===== src/hw/irq_status_pkg.sv =====
// Purpose: Shared constants and carrier types for the bridge status and interrupt block.
// Assumes: APB with 32-bit data, one word per register.
// Notes: Printed offsets are register indices; byte address is four times the index.
`default_nettype none
package irq_status_pkg;
   // ==================================================================
   // Register map
   // ==================================================================
   localparam logic [7:0] IDX_ENABLE = 8'hC5;
   localparam logic [7:0] IDX_STATUS = 8'hC6;
   localparam logic [7:0] IDX_ERROR = 8'hC7;
   localparam int ADDR_W = 12;
   localparam logic [ADDR_W-1:0] ADDR_ENABLE = {2'h0, IDX_ENABLE, 2'h0};
   localparam logic [ADDR_W-1:0] ADDR_STATUS = {2'h0, IDX_STATUS, 2'h0};
   localparam logic [ADDR_W-1:0] ADDR_ERROR = {2'h0, IDX_ERROR, 2'h0};
   // ==================================================================
   // Field layouts and masks
   // ==================================================================
   localparam int B_CBUF_EMPTY = 15;
   localparam int B_CBUF_ROOM = 14;
   localparam int B_CLK_IDLE = 11;
   localparam int B_DAT_IDLE = 10;
   localparam int B_LBUF_EMPTY = 9;
   localparam int B_LBUF_ROOM = 8;
   localparam int B_PLL_LOCK = 7;
   localparam int B_LP_TIMER = 6;
   localparam int B_HS_TIMER = 5;
   localparam int B_ACK_TRIG = 4;
   localparam int B_ACK_GOT = 3;
   localparam int B_TA_BACK = 2;
   localparam int B_ACCEPT = 1;
   localparam int B_READBACK = 0;
   localparam int B_CRC = 10;
   localparam int B_ECC2 = 9;
   localparam int B_ECC1 = 8;
   localparam int B_OVERRUN = 7;
   localparam int B_COLLIDE = 2;
   localparam int B_VCID = 0;
   localparam logic [15:0] ENABLE_WMASK = 16'hC3EF;
   localparam logic [15:0] ENABLE_RESET = 16'h0080;
   localparam logic [15:0] STATUS_W1C = 16'h0078;
   localparam logic [15:0] ERROR_W1C = 16'h0781;
   localparam logic [15:0] ZERO16 = 16'h0000;
   localparam logic [31:0] ZERO32 = 32'h0000_0000;

   // Events raised by the lane and packet engines, one cycle each.
   typedef struct packed {
      logic lp_rx_expired;
      logic hs_tx_expired;
      logic ack_trigger;
      logic ack_error_report;
      logic turnaround_start;
      logic turnaround_back;
      logic crc_fail;
      logic ecc_multi;
      logic ecc_single;
      logic cmdbuf_overflow;
      logic vcid_mismatch;
   } link_event_t;

   // Levels reported by the surrounding datapath.
   typedef struct packed {
      logic cmdbuf_empty;
      logic cmdbuf_full;
      logic lbuf_empty;
      logic lbuf_full;
      logic clk_lane_lp11;
      logic data_lane_lp11;
      logic pll_locked;
      logic accept_ready;
      logic read_active;
      logic read_data_pending;
      logic contention;
   } link_level_t;
endpackage
`default_nettype wire


===== src/hw/dsi_bridge_irq_status.sv =====
// Purpose: Interrupt enable, interrupt status and error status registers of the display bridge.
// Assumes: Events are one-cycle pulses and levels are synchronous to pclk.
// Notes: Before PLL lock pclk is the reference clock; that is invisible to this logic.
`timescale 1ns/10ps
`default_nettype none

// Behaviour
// - Buffer-empty and buffer-room reach the interrupt only with enable bits 15, 14 (command) and 9, 8 (line).
// - PLL lock, LP receive and HS transmit timers gated by enable bits 7, 6, 5.
// - Ack, turnaround-back, accept-more and readback gated by enable bits 3 to 0.
// - Status bit 15 reads 1 while the command buffer is empty.
// - Status bit 14 reads 1 while the command buffer is not full.
// - Status bits 11 and 10 show clock and data lane in LP-11.
// - Status bit 7 shows PLL lock; device runs on reference clock before it.
// - Status bits 6 and 5 read 0 when timers expired; write 1 clears.
// - Status bit 4 sets on an ack trigger message; write 1 clears.
// - Status bit 3 sets on any ack response; write 1 clears.
// - Status bit 2 is 0 after turnaround until the lane authority returns.
// - Status bit 1 shows whether more host data can be accepted.
// - Status bit 0 shows readback data during a read, clearing when drained.
// - Error bit 10 latches CRC failures when checking enabled; write 1 clears.
// - Error bit 9 latches multi-bit header ECC errors when checking enabled.
// - Error bit 8 latches single-bit header ECC errors when checking enabled.
// - Error bit 7 latches command buffer overflow until written with 1.
// - Error bit 2 follows the data lane contention detector.
// - Error bit 0 sets on a virtual channel identifier mismatch.
module dsi_bridge_irq_status
(
   // Clock and reset.
   input wire logic pclk,
   input wire logic presetn,
   // APB slave.
   input wire logic psel,
   input wire logic penable,
   input wire logic pwrite,
   input wire logic [irq_status_pkg::ADDR_W-1:0] paddr,
   input wire logic [31:0] pwdata,
   input wire logic [3:0] pstrb,
   output logic [31:0] prdata,
   output logic pready,
   output logic pslverr,
   // Datapath conditions.
   input wire irq_status_pkg::link_event_t evt,
   input wire irq_status_pkg::link_level_t lvl,
   input wire logic check_disable,
   // Interrupt pin.
   output logic irq
);
   import irq_status_pkg::*;

   // ==================================================================
   // Bus decode
   // ==================================================================
   logic access;
   logic wr;
   logic hit_en;
   logic hit_st;
   logic hit_er;
   logic [15:0] wdat;
   logic [15:0] lane_mask;
   logic [15:0] enable_q;
   logic [15:0] sticky_q;
   logic [15:0] error_q;
   logic ta_back_q;
   logic [15:0] status_view;
   logic [15:0] error_view;
   logic [15:0] clr_st;
   logic [15:0] clr_er;
   logic [15:0] set_st;
   logic [15:0] set_er;
   logic [15:0] irq_cond;

   // Zero wait states: every access completes on its first access-phase edge.
   assign access = psel & penable;
   assign wr = access & pwrite;
   assign hit_en = (paddr == ADDR_ENABLE);
   assign hit_st = (paddr == ADDR_STATUS);
   assign hit_er = (paddr == ADDR_ERROR);
   assign pready = 1'b1;
   assign pslverr = access & ~(hit_en | hit_st | hit_er);
   // Byte strobes gate the two low lanes; upper lanes hold nothing.
   assign lane_mask = {{8{pstrb[1]}}, {8{pstrb[0]}}};
   assign wdat = pwdata[15:0] & lane_mask;

   // ==================================================================
   // Enable register
   // ==================================================================
   // Reserved bits stay zero because the write mask drops them.
   always_ff @(posedge pclk or negedge presetn)
   begin
      if (!presetn)
         enable_q <= ENABLE_RESET;
      else if (wr && hit_en)
         enable_q <= (enable_q & ~(ENABLE_WMASK & lane_mask)) | (wdat & ENABLE_WMASK);
   end

   // ==================================================================
   // Status sticky bits
   // ==================================================================
   assign clr_st = (wr && hit_st) ? (wdat & STATUS_W1C) : ZERO16;
   always_comb
   begin
      set_st = ZERO16;
      set_st[B_ACK_TRIG] = evt.ack_trigger;
      set_st[B_ACK_GOT] = evt.ack_trigger | evt.ack_error_report;
   end

   // Timer bits are stored as expired flags: a stored 1 means the timer ran out,
   // so the status view reads 1 (not expired) after reset and after a clear.
   // Set always beats a same-cycle clear so no event is lost.
   always_ff @(posedge pclk or negedge presetn)
   begin
      if (!presetn)
         sticky_q <= ZERO16;
      else
      begin
         sticky_q <= (sticky_q & ~clr_st) | set_st;
         sticky_q[B_LP_TIMER] <= (sticky_q[B_LP_TIMER] & ~clr_st[B_LP_TIMER]) | evt.lp_rx_expired;
         sticky_q[B_HS_TIMER] <= (sticky_q[B_HS_TIMER] & ~clr_st[B_HS_TIMER]) | evt.hs_tx_expired;
      end
   end

   // Lane authority: dropped when a turnaround starts, regained on handback.
   always_ff @(posedge pclk or negedge presetn)
   begin
      if (!presetn)
         ta_back_q <= 1'b1;
      else if (evt.turnaround_back)
         ta_back_q <= 1'b1;
      else if (evt.turnaround_start)
         ta_back_q <= 1'b0;
   end

   always_comb
   begin
      status_view = ZERO16;
      status_view[B_CBUF_EMPTY] = lvl.cmdbuf_empty;
      status_view[B_CBUF_ROOM] = ~lvl.cmdbuf_full;
      status_view[B_CLK_IDLE] = lvl.clk_lane_lp11;
      status_view[B_DAT_IDLE] = lvl.data_lane_lp11;
      status_view[B_LBUF_EMPTY] = lvl.lbuf_empty;
      status_view[B_LBUF_ROOM] = ~lvl.lbuf_full;
      status_view[B_PLL_LOCK] = lvl.pll_locked;
      status_view[B_LP_TIMER] = ~sticky_q[B_LP_TIMER];
      status_view[B_HS_TIMER] = ~sticky_q[B_HS_TIMER];
      status_view[B_ACK_TRIG] = sticky_q[B_ACK_TRIG];
      status_view[B_ACK_GOT] = sticky_q[B_ACK_GOT];
      status_view[B_TA_BACK] = ta_back_q;
      status_view[B_ACCEPT] = lvl.accept_ready;
      status_view[B_READBACK] = lvl.read_active & lvl.read_data_pending;
   end

   // ==================================================================
   // Error register
   // ==================================================================
   assign clr_er = (wr && hit_er) ? (wdat & ERROR_W1C) : ZERO16;
   always_comb
   begin
      set_er = ZERO16;
      set_er[B_CRC] = evt.crc_fail & ~check_disable;
      set_er[B_ECC2] = evt.ecc_multi & ~check_disable;
      set_er[B_ECC1] = evt.ecc_single & ~check_disable;
      set_er[B_OVERRUN] = evt.cmdbuf_overflow;
      set_er[B_VCID] = evt.vcid_mismatch;
   end

   always_ff @(posedge pclk or negedge presetn)
   begin
      if (!presetn)
         error_q <= ZERO16;
      else
         error_q <= (error_q & ~clr_er) | set_er;
   end

   always_comb
   begin
      error_view = error_q & ERROR_W1C;
      error_view[B_COLLIDE] = lvl.contention;
   end

   // ==================================================================
   // Read data and interrupt
   // ==================================================================
   always_ff @(posedge pclk or negedge presetn)
   begin
      if (!presetn)
         prdata <= ZERO32;
      else if (psel && !penable && !pwrite)
      begin
         if (hit_en)
            prdata <= {ZERO16, enable_q};
         else if (hit_st)
            prdata <= {ZERO16, status_view};
         else if (hit_er)
            prdata <= {ZERO16, error_view};
         else
            prdata <= ZERO32;
      end
   end

   // Each enable bit watches the condition under it; timers are conditions while
   // expired, so their stored expired flags are used here. Reserved positions stay zero.
   always_comb
   begin
      irq_cond = status_view & ENABLE_WMASK;
      irq_cond[B_LP_TIMER] = sticky_q[B_LP_TIMER];
      irq_cond[B_HS_TIMER] = sticky_q[B_HS_TIMER];
   end

   // Timer conditions raise the line while expired; registered to keep the pin clean.
   always_ff @(posedge pclk or negedge presetn)
   begin
      if (!presetn)
         irq <= 1'b0;
      else
         irq <= |(enable_q & irq_cond);
   end

   // ==================================================================
   // Checks
   // ==================================================================
   property p_empty_irq;
      @(posedge pclk) disable iff (!presetn)
      (enable_q[B_CBUF_EMPTY] && lvl.cmdbuf_empty) |=> irq;
   endproperty
   a_empty_irq: assert property (p_empty_irq) else $error("empty not routed");

   property p_mask_off;
      @(posedge pclk) disable iff (!presetn)
      (enable_q == ZERO16) |=> !irq;
   endproperty
   a_mask_off: assert property (p_mask_off) else $error("irq without enable");

   property p_pll_irq;
      @(posedge pclk) disable iff (!presetn)
      (enable_q == ENABLE_RESET && lvl.pll_locked) |=> irq;
   endproperty
   a_pll_irq: assert property (p_pll_irq) else $error("pll lock not routed");

   property p_ack_sticky;
      @(posedge pclk) disable iff (!presetn)
      evt.ack_trigger |=> (sticky_q[B_ACK_TRIG] && sticky_q[B_ACK_GOT]);
   endproperty
   a_ack_sticky: assert property (p_ack_sticky) else $error("ack flag lost");

   property p_ack_hold;
      @(posedge pclk) disable iff (!presetn)
      (sticky_q[B_ACK_GOT] && !clr_st[B_ACK_GOT]) |=> sticky_q[B_ACK_GOT];
   endproperty
   a_ack_hold: assert property (p_ack_hold) else $error("ack flag dropped");

   property p_timer_expire;
      @(posedge pclk) disable iff (!presetn)
      evt.hs_tx_expired |=> !status_view[B_HS_TIMER];
   endproperty
   a_timer_expire: assert property (p_timer_expire) else $error("timer not expired");

   property p_crc_gate;
      @(posedge pclk) disable iff (!presetn)
      (!error_q[B_CRC] && evt.crc_fail && check_disable) |=> !error_q[B_CRC];
   endproperty
   a_crc_gate: assert property (p_crc_gate) else $error("crc set while disabled");

   property p_overrun;
      @(posedge pclk) disable iff (!presetn)
      evt.cmdbuf_overflow |=> error_q[B_OVERRUN] ##1 (error_q[B_OVERRUN] || $past(clr_er[B_OVERRUN]));
   endproperty
   a_overrun: assert property (p_overrun) else $error("overrun not held");

   property p_turnaround;
      @(posedge pclk) disable iff (!presetn)
      (evt.turnaround_start && !evt.turnaround_back) |=> !status_view[B_TA_BACK];
   endproperty
   a_turnaround: assert property (p_turnaround) else $error("authority not dropped");

   property p_room_irq;
      @(posedge pclk) disable iff (!presetn)
      (enable_q[B_CBUF_ROOM] && !lvl.cmdbuf_full) |=> irq;
   endproperty
   a_room_irq: assert property (p_room_irq) else $error("room not routed");

   property p_timer_irq;
      @(posedge pclk) disable iff (!presetn)
      ((enable_q[B_LP_TIMER] && !status_view[B_LP_TIMER]) || (enable_q[B_HS_TIMER] && !status_view[B_HS_TIMER])) |=> irq;
   endproperty
   a_timer_irq: assert property (p_timer_irq) else $error("timer not routed");

   property p_turn_irq;
      @(posedge pclk) disable iff (!presetn)
      (enable_q[B_TA_BACK] && ta_back_q) |=> irq;
   endproperty
   a_turn_irq: assert property (p_turn_irq) else $error("turnaround not routed");

   property p_read_irq;
      @(posedge pclk) disable iff (!presetn)
      (enable_q[B_READBACK] && lvl.read_active && lvl.read_data_pending) |=> irq;
   endproperty
   a_read_irq: assert property (p_read_irq) else $error("readback not routed");

   property p_quiet_irq;
      @(posedge pclk) disable iff (!presetn)
      ((enable_q & {lvl.cmdbuf_empty, ~lvl.cmdbuf_full, 4'h0, lvl.lbuf_empty, ~lvl.lbuf_full, lvl.pll_locked,
         sticky_q[B_LP_TIMER], sticky_q[B_HS_TIMER], 1'b0, sticky_q[B_ACK_GOT], ta_back_q, lvl.accept_ready,
         lvl.read_active & lvl.read_data_pending}) == ZERO16) |=> !irq;
   endproperty
   a_quiet_irq: assert property (p_quiet_irq) else $error("irq with no enabled condition");

   property p_level_read;
      @(posedge pclk) disable iff (!presetn)
      (psel && penable && !pwrite && hit_st) |-> (prdata[B_CBUF_EMPTY] == $past(lvl.cmdbuf_empty))
         && (prdata[B_CBUF_ROOM] != $past(lvl.cmdbuf_full)) && (prdata[B_CLK_IDLE] == $past(lvl.clk_lane_lp11))
         && (prdata[B_DAT_IDLE] == $past(lvl.data_lane_lp11)) && (prdata[B_PLL_LOCK] == $past(lvl.pll_locked))
         && (prdata[B_ACCEPT] == $past(lvl.accept_ready));
   endproperty
   a_level_read: assert property (p_level_read) else $error("level bits misread");

   property p_readback_read;
      @(posedge pclk) disable iff (!presetn)
      (psel && penable && !pwrite && hit_st && !$past(lvl.read_active)) |-> !prdata[B_READBACK];
   endproperty
   a_readback_read: assert property (p_readback_read) else $error("readback outside a read");

   property p_ack_err;
      @(posedge pclk) disable iff (!presetn)
      evt.ack_error_report |=> sticky_q[B_ACK_GOT];
   endproperty
   a_ack_err: assert property (p_ack_err) else $error("error report not seen");

   property p_ack_only;
      @(posedge pclk) disable iff (!presetn)
      (evt.ack_error_report && !evt.ack_trigger && !sticky_q[B_ACK_TRIG]) |=> !sticky_q[B_ACK_TRIG];
   endproperty
   a_ack_only: assert property (p_ack_only) else $error("trigger flag on error report");

   property p_ta_back;
      @(posedge pclk) disable iff (!presetn)
      evt.turnaround_back |=> status_view[B_TA_BACK];
   endproperty
   a_ta_back: assert property (p_ta_back) else $error("authority not regained");

   property p_crc_set;
      @(posedge pclk) disable iff (!presetn)
      (evt.crc_fail && !check_disable) |=> error_q[B_CRC];
   endproperty
   a_crc_set: assert property (p_crc_set) else $error("crc not latched");

   property p_ecc2_set;
      @(posedge pclk) disable iff (!presetn)
      (evt.ecc_multi && !check_disable) |=> error_q[B_ECC2];
   endproperty
   a_ecc2_set: assert property (p_ecc2_set) else $error("multi-bit error not latched");

   property p_ecc1_set;
      @(posedge pclk) disable iff (!presetn)
      (evt.ecc_single && !check_disable) |=> error_q[B_ECC1];
   endproperty
   a_ecc1_set: assert property (p_ecc1_set) else $error("single-bit error not latched");

   property p_collide_read;
      @(posedge pclk) disable iff (!presetn)
      (psel && penable && !pwrite && hit_er) |-> (prdata[B_COLLIDE] == $past(lvl.contention));
   endproperty
   a_collide_read: assert property (p_collide_read) else $error("contention misread");

   property p_vcid;
      @(posedge pclk) disable iff (!presetn)
      evt.vcid_mismatch |=> error_q[B_VCID];
   endproperty
   a_vcid: assert property (p_vcid) else $error("channel mismatch not latched");

   property p_timer_clear;
      @(posedge pclk) disable iff (!presetn)
      (clr_st[B_HS_TIMER] && !evt.hs_tx_expired) |=> status_view[B_HS_TIMER];
   endproperty
   a_timer_clear: assert property (p_timer_clear) else $error("timer flag not cleared");
endmodule // dsi_bridge_irq_status
`default_nettype wire


===== config.mk =====
export PLATFORM = sky130hd
export DESIGN_NAME = dsi_bridge_irq_status
export DESIGN_NICKNAME = d
export VERILOG_FILES = /design/src/hw/irq_status_pkg.sv /design/src/hw/dsi_bridge_irq_status.sv
export SDC_FILE = /design/constraint.sdc
export NUM_CORES = 1
export LEC_CHECK = 0
export BUFFER_PORTS_ARGS = -buffer_cell sky130_fd_sc_hd__buf_2
export CORE_UTILIZATION = 35
export DETAILED_ROUTE_END_ITERATION = 10
export GPL_TIMING_DRIVEN = 0
export PLACE_DENSITY = 0.67
export SYNTH_ARGS = -nofsm -noshare
export SYNTH_HDL_FRONTEND = slang
export SYNTH_SLANG_ARGS = --single-unit
export TNS_END_PERCENT = 1

===== constraint.sdc =====
create_clock -name pclk -period 2.3 [get_ports pclk]
set_clock_uncertainty 0.05 [all_clocks]
set_input_delay 0.46 -clock pclk [delete_from_list [all_inputs] [get_ports pclk]]
set_output_delay 0.46 -clock pclk [all_outputs]
set_load 0.01 [all_outputs]

==> summary by stage <==
STA
Setup repair after global routing could not meet its margin everywhere. The final number of hold-violating endpoints is 0. For the pin with the worst max-slew slack, the measured transition is 802 ps. The share of the clock period used by the worst path is 0.996. The clock period could shrink to 2290 ps.

The accumulated negative setup slack is 0 ps. Based on the critical path, the design can be clocked at up to 436 MHz. The normalized max-slew margin is 0.466. The final hold slack is 215 ps. The max-slew violation total from the final report is 0.

Setup violations remaining at the end of the flow were counted as 0.

Logic synthesis
A synthesized cell averages 10.4 um2. The basic-gate share of the synthesized area counting and, or, nand and nor cells is 0.158. The number of flip-flops and latches in the synthesized netlist is 36. The number of distinct library cells after synthesis is 38. For this run, the register share of the synthesized area comes to 0.486. Of the total synthesized cell area, the portion taken by XOR and XNOR cells is 0.

The complex-gate fraction of the synthesized area came to 0.177. For this run, the number of Yosys warnings is 0. The mux cell area share after synthesis is 0.0727. After synthesis, the largest family of logic cells by area is compound AO/OA/AOI/OAI gates. The cell area after synthesis is 1860 um2. Of the total synthesized cell area, the portion taken by full adders, half adders and majority gates is 0. The number of instances in the synthesized netlist is 178.

Clock network
The clock drives 36 sinks. The clock edge transition at the registers on the reported setup and hold paths is 70 ps. The number of buffers created by CTS is 5. TritonCTS built the clock tree. No sink is reached through more buffers than the 2 on the longest clock path. The count of hold-fix buffers inserted at cts is 0.

The H-tree was split into 2 levels. The worst-skew pair later-pin latency is 280 ps. The CTS root buffer is sky130_fd_sc_hd__clkbuf_8.

Setup path
The critical path is of the in -> out type. On the critical path, the stage with the largest delay is an instance of sky130_fd_sc_hd__or4_4. In this run the critical register-to-register path is captured at irq. The kind of end point of the critical path is a primary output. The worst register-to-register path has a depth of 3.

For flop-to-flop paths, the worst setup slack is 1170 ps. The critical path required time is 1790 ps. The worst setup path is launched from a primary input. The largest stage delay on the critical path is 550 ps. In this run the worst path has a maximum fanout of 3. For the worst setup path, the data arrival time is 1780 ps. The critical path goes through buf_6, or4_4, or3_4, o211a_1, buf_2.

Routing
The via count of the routed design is 1578. After detailed routing, the average wire length per cell comes to 12.9 um. The first TritonRoute pass finished after 4 iterations. The starting DRC count in detailed routing is 82. The total DRC errors in the routed layout is 0. The final layout contains routed wiring with a total length of 4.43 mm. The routed via count divided by cell count is 4.59.

The number of routed nets with antenna violations is 0.

Placed design
The cell area after placement is 2360 um2. The HPWL after detailed placement is 3.42 mm. The number of I/O port buffers is 70. The weighted congestion reported at the end of routability-driven placement is 0.753.

Flow run
Max-cap violations in this run came to 0.

Floorplanning
After floorplanning, the core was sized to cover 5110 um2. The floorplan has 26 rows. Measured along the x axis, the die boundary spans 74.9 um.

The total die area is 5610 um2. The initial core utilization is 0.364. The die height is 74.9 um. 111 I/O pins were placed.

Power
The worst vdd rail ir drop is 0.275 mV. The combinational cell fraction of total power is 0.119. The analysis attributes to cell leakage a power of 1.24 nW.

The clock share of power is 0.368. For this design the ratio of total power to cell area is 504 nW/um2. The share of total power dissipated in sequential elements is 0.513.

The proportion of total power due to net switching is 0.235. The internal power component is 950 uW. In this run the power spent charging and discharging nets is 291 uW.

Cells and area
The area growth from synthesis to layout is 32.6%. In the final layout, the share of cells above drive strength 1 is 0.391. Across the whole layout, storage elements account for 903 um2. The area of combinational cells with multiple inputs is 830 um2. With fillers left out, the area of the finished cells amounts to 2460 um2. The final net count is 349.

Fill cells in the final layout number 514. The number of antenna repair diodes is 0.

Global routing
The via count of the first global-routing pass was 1424. The global router's overall resource usage is 0.166. The total overflow left after global routing is 0. The global-route wire length before repair is 6.80 mm. The pin count of the biggest net entering global routing is 37. The initial antenna violation count was 0.

Hold path
The tightest min-delay check is of the in -> async type.

Status
The flow ran to the end, and the final reports show no timing, DRC or antenna violations.
synth_stat cells:
library cell	n	area [um2]
sky130_fd_sc_hd__dfrtp_1	34	851
sky130_fd_sc_hd__buf_4	19	143
sky130_fd_sc_hd__nand2_1	14	52.6
sky130_fd_sc_hd__mux2_1	11	124
sky130_fd_sc_hd__o21ai_1	9	45.0
sky130_fd_sc_hd__nor2_1	8	30.0
sky130_fd_sc_hd__a21o_1	6	45.0
sky130_fd_sc_hd__a21oi_1	6	30.0
sky130_fd_sc_hd__clkbuf_1	6	22.5
sky130_fd_sc_hd__nor2b_1	6	37.5
sky130_fd_sc_hd__nand3_1	5	25.0
sky130_fd_sc_hd__o21a_1	5	37.5
sky130_fd_sc_hd__a22o_1	4	35.0
sky130_fd_sc_hd__inv_1	4	15.0
sky130_fd_sc_hd__nand4_1	4	25.0
sky130_fd_sc_hd__a221o_1	3	30.0
sky130_fd_sc_hd__a22oi_1	3	22.5
sky130_fd_sc_hd__o22ai_1	3	18.8
sky130_fd_sc_hd__o31ai_1	3	22.5
sky130_fd_sc_hd__a221oi_1	2	17.5
sky130_fd_sc_hd__buf_2	2	10.0
sky130_fd_sc_hd__conb_1	2	7.51
sky130_fd_sc_hd__dfstp_2	2	52.6
sky130_fd_sc_hd__nand2b_1	2	12.5
sky130_fd_sc_hd__or3_4	2	22.5
sky130_fd_sc_hd__a211o_1	1	8.76
sky130_fd_sc_hd__a31oi_1	1	6.26
sky130_fd_sc_hd__and2_1	1	6.26
sky130_fd_sc_hd__and3_1	1	6.26
sky130_fd_sc_hd__mux2_2	1	11.3
sky130_fd_sc_hd__nand4b_1	1	8.76
sky130_fd_sc_hd__nor3b_2	1	12.5
sky130_fd_sc_hd__nor4_4	1	21.3
sky130_fd_sc_hd__o211a_1	1	10.0
sky130_fd_sc_hd__or2_2	1	6.26
sky130_fd_sc_hd__or3b_1	1	8.76
sky130_fd_sc_hd__or4_1	1	7.51
sky130_fd_sc_hd__or4_4	1	11.3
worst max path at each step:
stage,start,to,slack [ps],cells past startpoint
finish,paddr[10],pslverr,8,5
global placement,paddr[7],register,-300,6
floorplan,paddr[7],error_q[8],30,4
CTS,paddr[10],pslverr,9,5
global route,paddr[10],pslverr,-20,5
detailed placement,paddr[7],register,-320,6
cells in the final DEF, fill, tap and decap left out, types with 2 or more instances in the layout:
cell type	Yosys	layout
sky130_fd_sc_hd__or3_4	2	2
sky130_fd_sc_hd__a21o_1	6	6
sky130_fd_sc_hd__a221o_1	3	3
sky130_fd_sc_hd__nand2_1	14	14
sky130_fd_sc_hd__o21a_1	5	5
sky130_fd_sc_hd__nand3_1	5	5
sky130_fd_sc_hd__a22o_1	4	4
sky130_fd_sc_hd__dfstp_2	2	2
sky130_fd_sc_hd__o22ai_1	3	3
sky130_fd_sc_hd__a21oi_1	6	6
sky130_fd_sc_hd__buf_4	19	20
sky130_fd_sc_hd__clkbuf_8	0	6
sky130_fd_sc_hd__nor2_1	8	8
sky130_fd_sc_hd__o31ai_1	3	3
sky130_fd_sc_hd__conb_1	2	19
sky130_fd_sc_hd__nand4_1	4	4
sky130_fd_sc_hd__nand2b_1	2	2
sky130_fd_sc_hd__inv_1	4	4
sky130_fd_sc_hd__a22oi_1	3	3
sky130_fd_sc_hd__a221oi_1	2	2
sky130_fd_sc_hd__nor2b_1	6	6
sky130_fd_sc_hd__mux2_1	11	11
sky130_fd_sc_hd__clkbuf_1	6	8
sky130_fd_sc_hd__dfrtp_1	34	34
sky130_fd_sc_hd__buf_2	2	71
sky130_fd_sc_hd__o21ai_1	9	9
worst max-delay path: cells and delay by family:
kind            cells  cell delay, ps
simple gates        2             890
compound gates      1             210
buf+inv             2             220
power groups by stage:
stage | Sequential [mW] | Clock [mW] | Combinational [mW]
3_5_place_dp | 0.649 | 0 | 0.145
6_report | 0.637 | 0.457 | 0.147
4_1_cts | 0.637 | 0.469 | 0.147
5_1_grt | 0.637 | 0.495 | 0.166
3_3_place_gp | 0.649 | 0 | 0.145
2_1_floorplan | 0.648 | 0 | 0.0711
stage by stage:
| stage | total power, mW | util | instances | setup WS (ps) |
|---|---|---|---|---|
| 2_1_floorplan | 0.720 | - | 195 | 32.6 |
| 3_3_place_gp | 0.794 | 0.462 | 335 | -296 |
| 3_5_place_dp | 0.794 | 0.462 | 335 | -315 |
| 4_1_cts | 1.25 | 0.483 | 344 | 9.33 |
| 5_1_grt | 1.30 | 0.483 | 344 | -20.7 |
| 6_report | 1.24 | 0.483 | 344 | 8.22 |
routing by layer:
metal  part of all wire  GRT usage  routed length, um  up-vias
met5                  0          0                  0        -
met4             0.0088     0.0440                 39        0
met3              0.062     0.0509                277        4
met2               0.46      0.269               2040       54
met1               0.47      0.215               2080      725
li1                   -          -                  -      795
cells by family after synthesis:
logic type	count (synthesis)
other	2
AND/OR/NAND/NOR	50
AO/OA/AOI/OAI	47
multiplexers	12
buffers and inverters	31
flip-flops	36
area by class of cell:
class / instances / share of cell area
inverters: 4 / 0.00609
well taps: 70 / 0.0355
plain buffers: 27 / 0.0711
clock buffers: 8 / 0.0365
repair buffers: 71 / 0.148
multi-input cells: 128 / 0.337
flip-flops and latches: 36 / 0.366
repair_timing:
item,4_1_cts,5_1_grt
endpoints found under the setup margin,3,1
setup buffers,1,0
pin swaps,4,0
resized for setup,1,0
No activity file was read; power rests on OpenSTA's default activity.
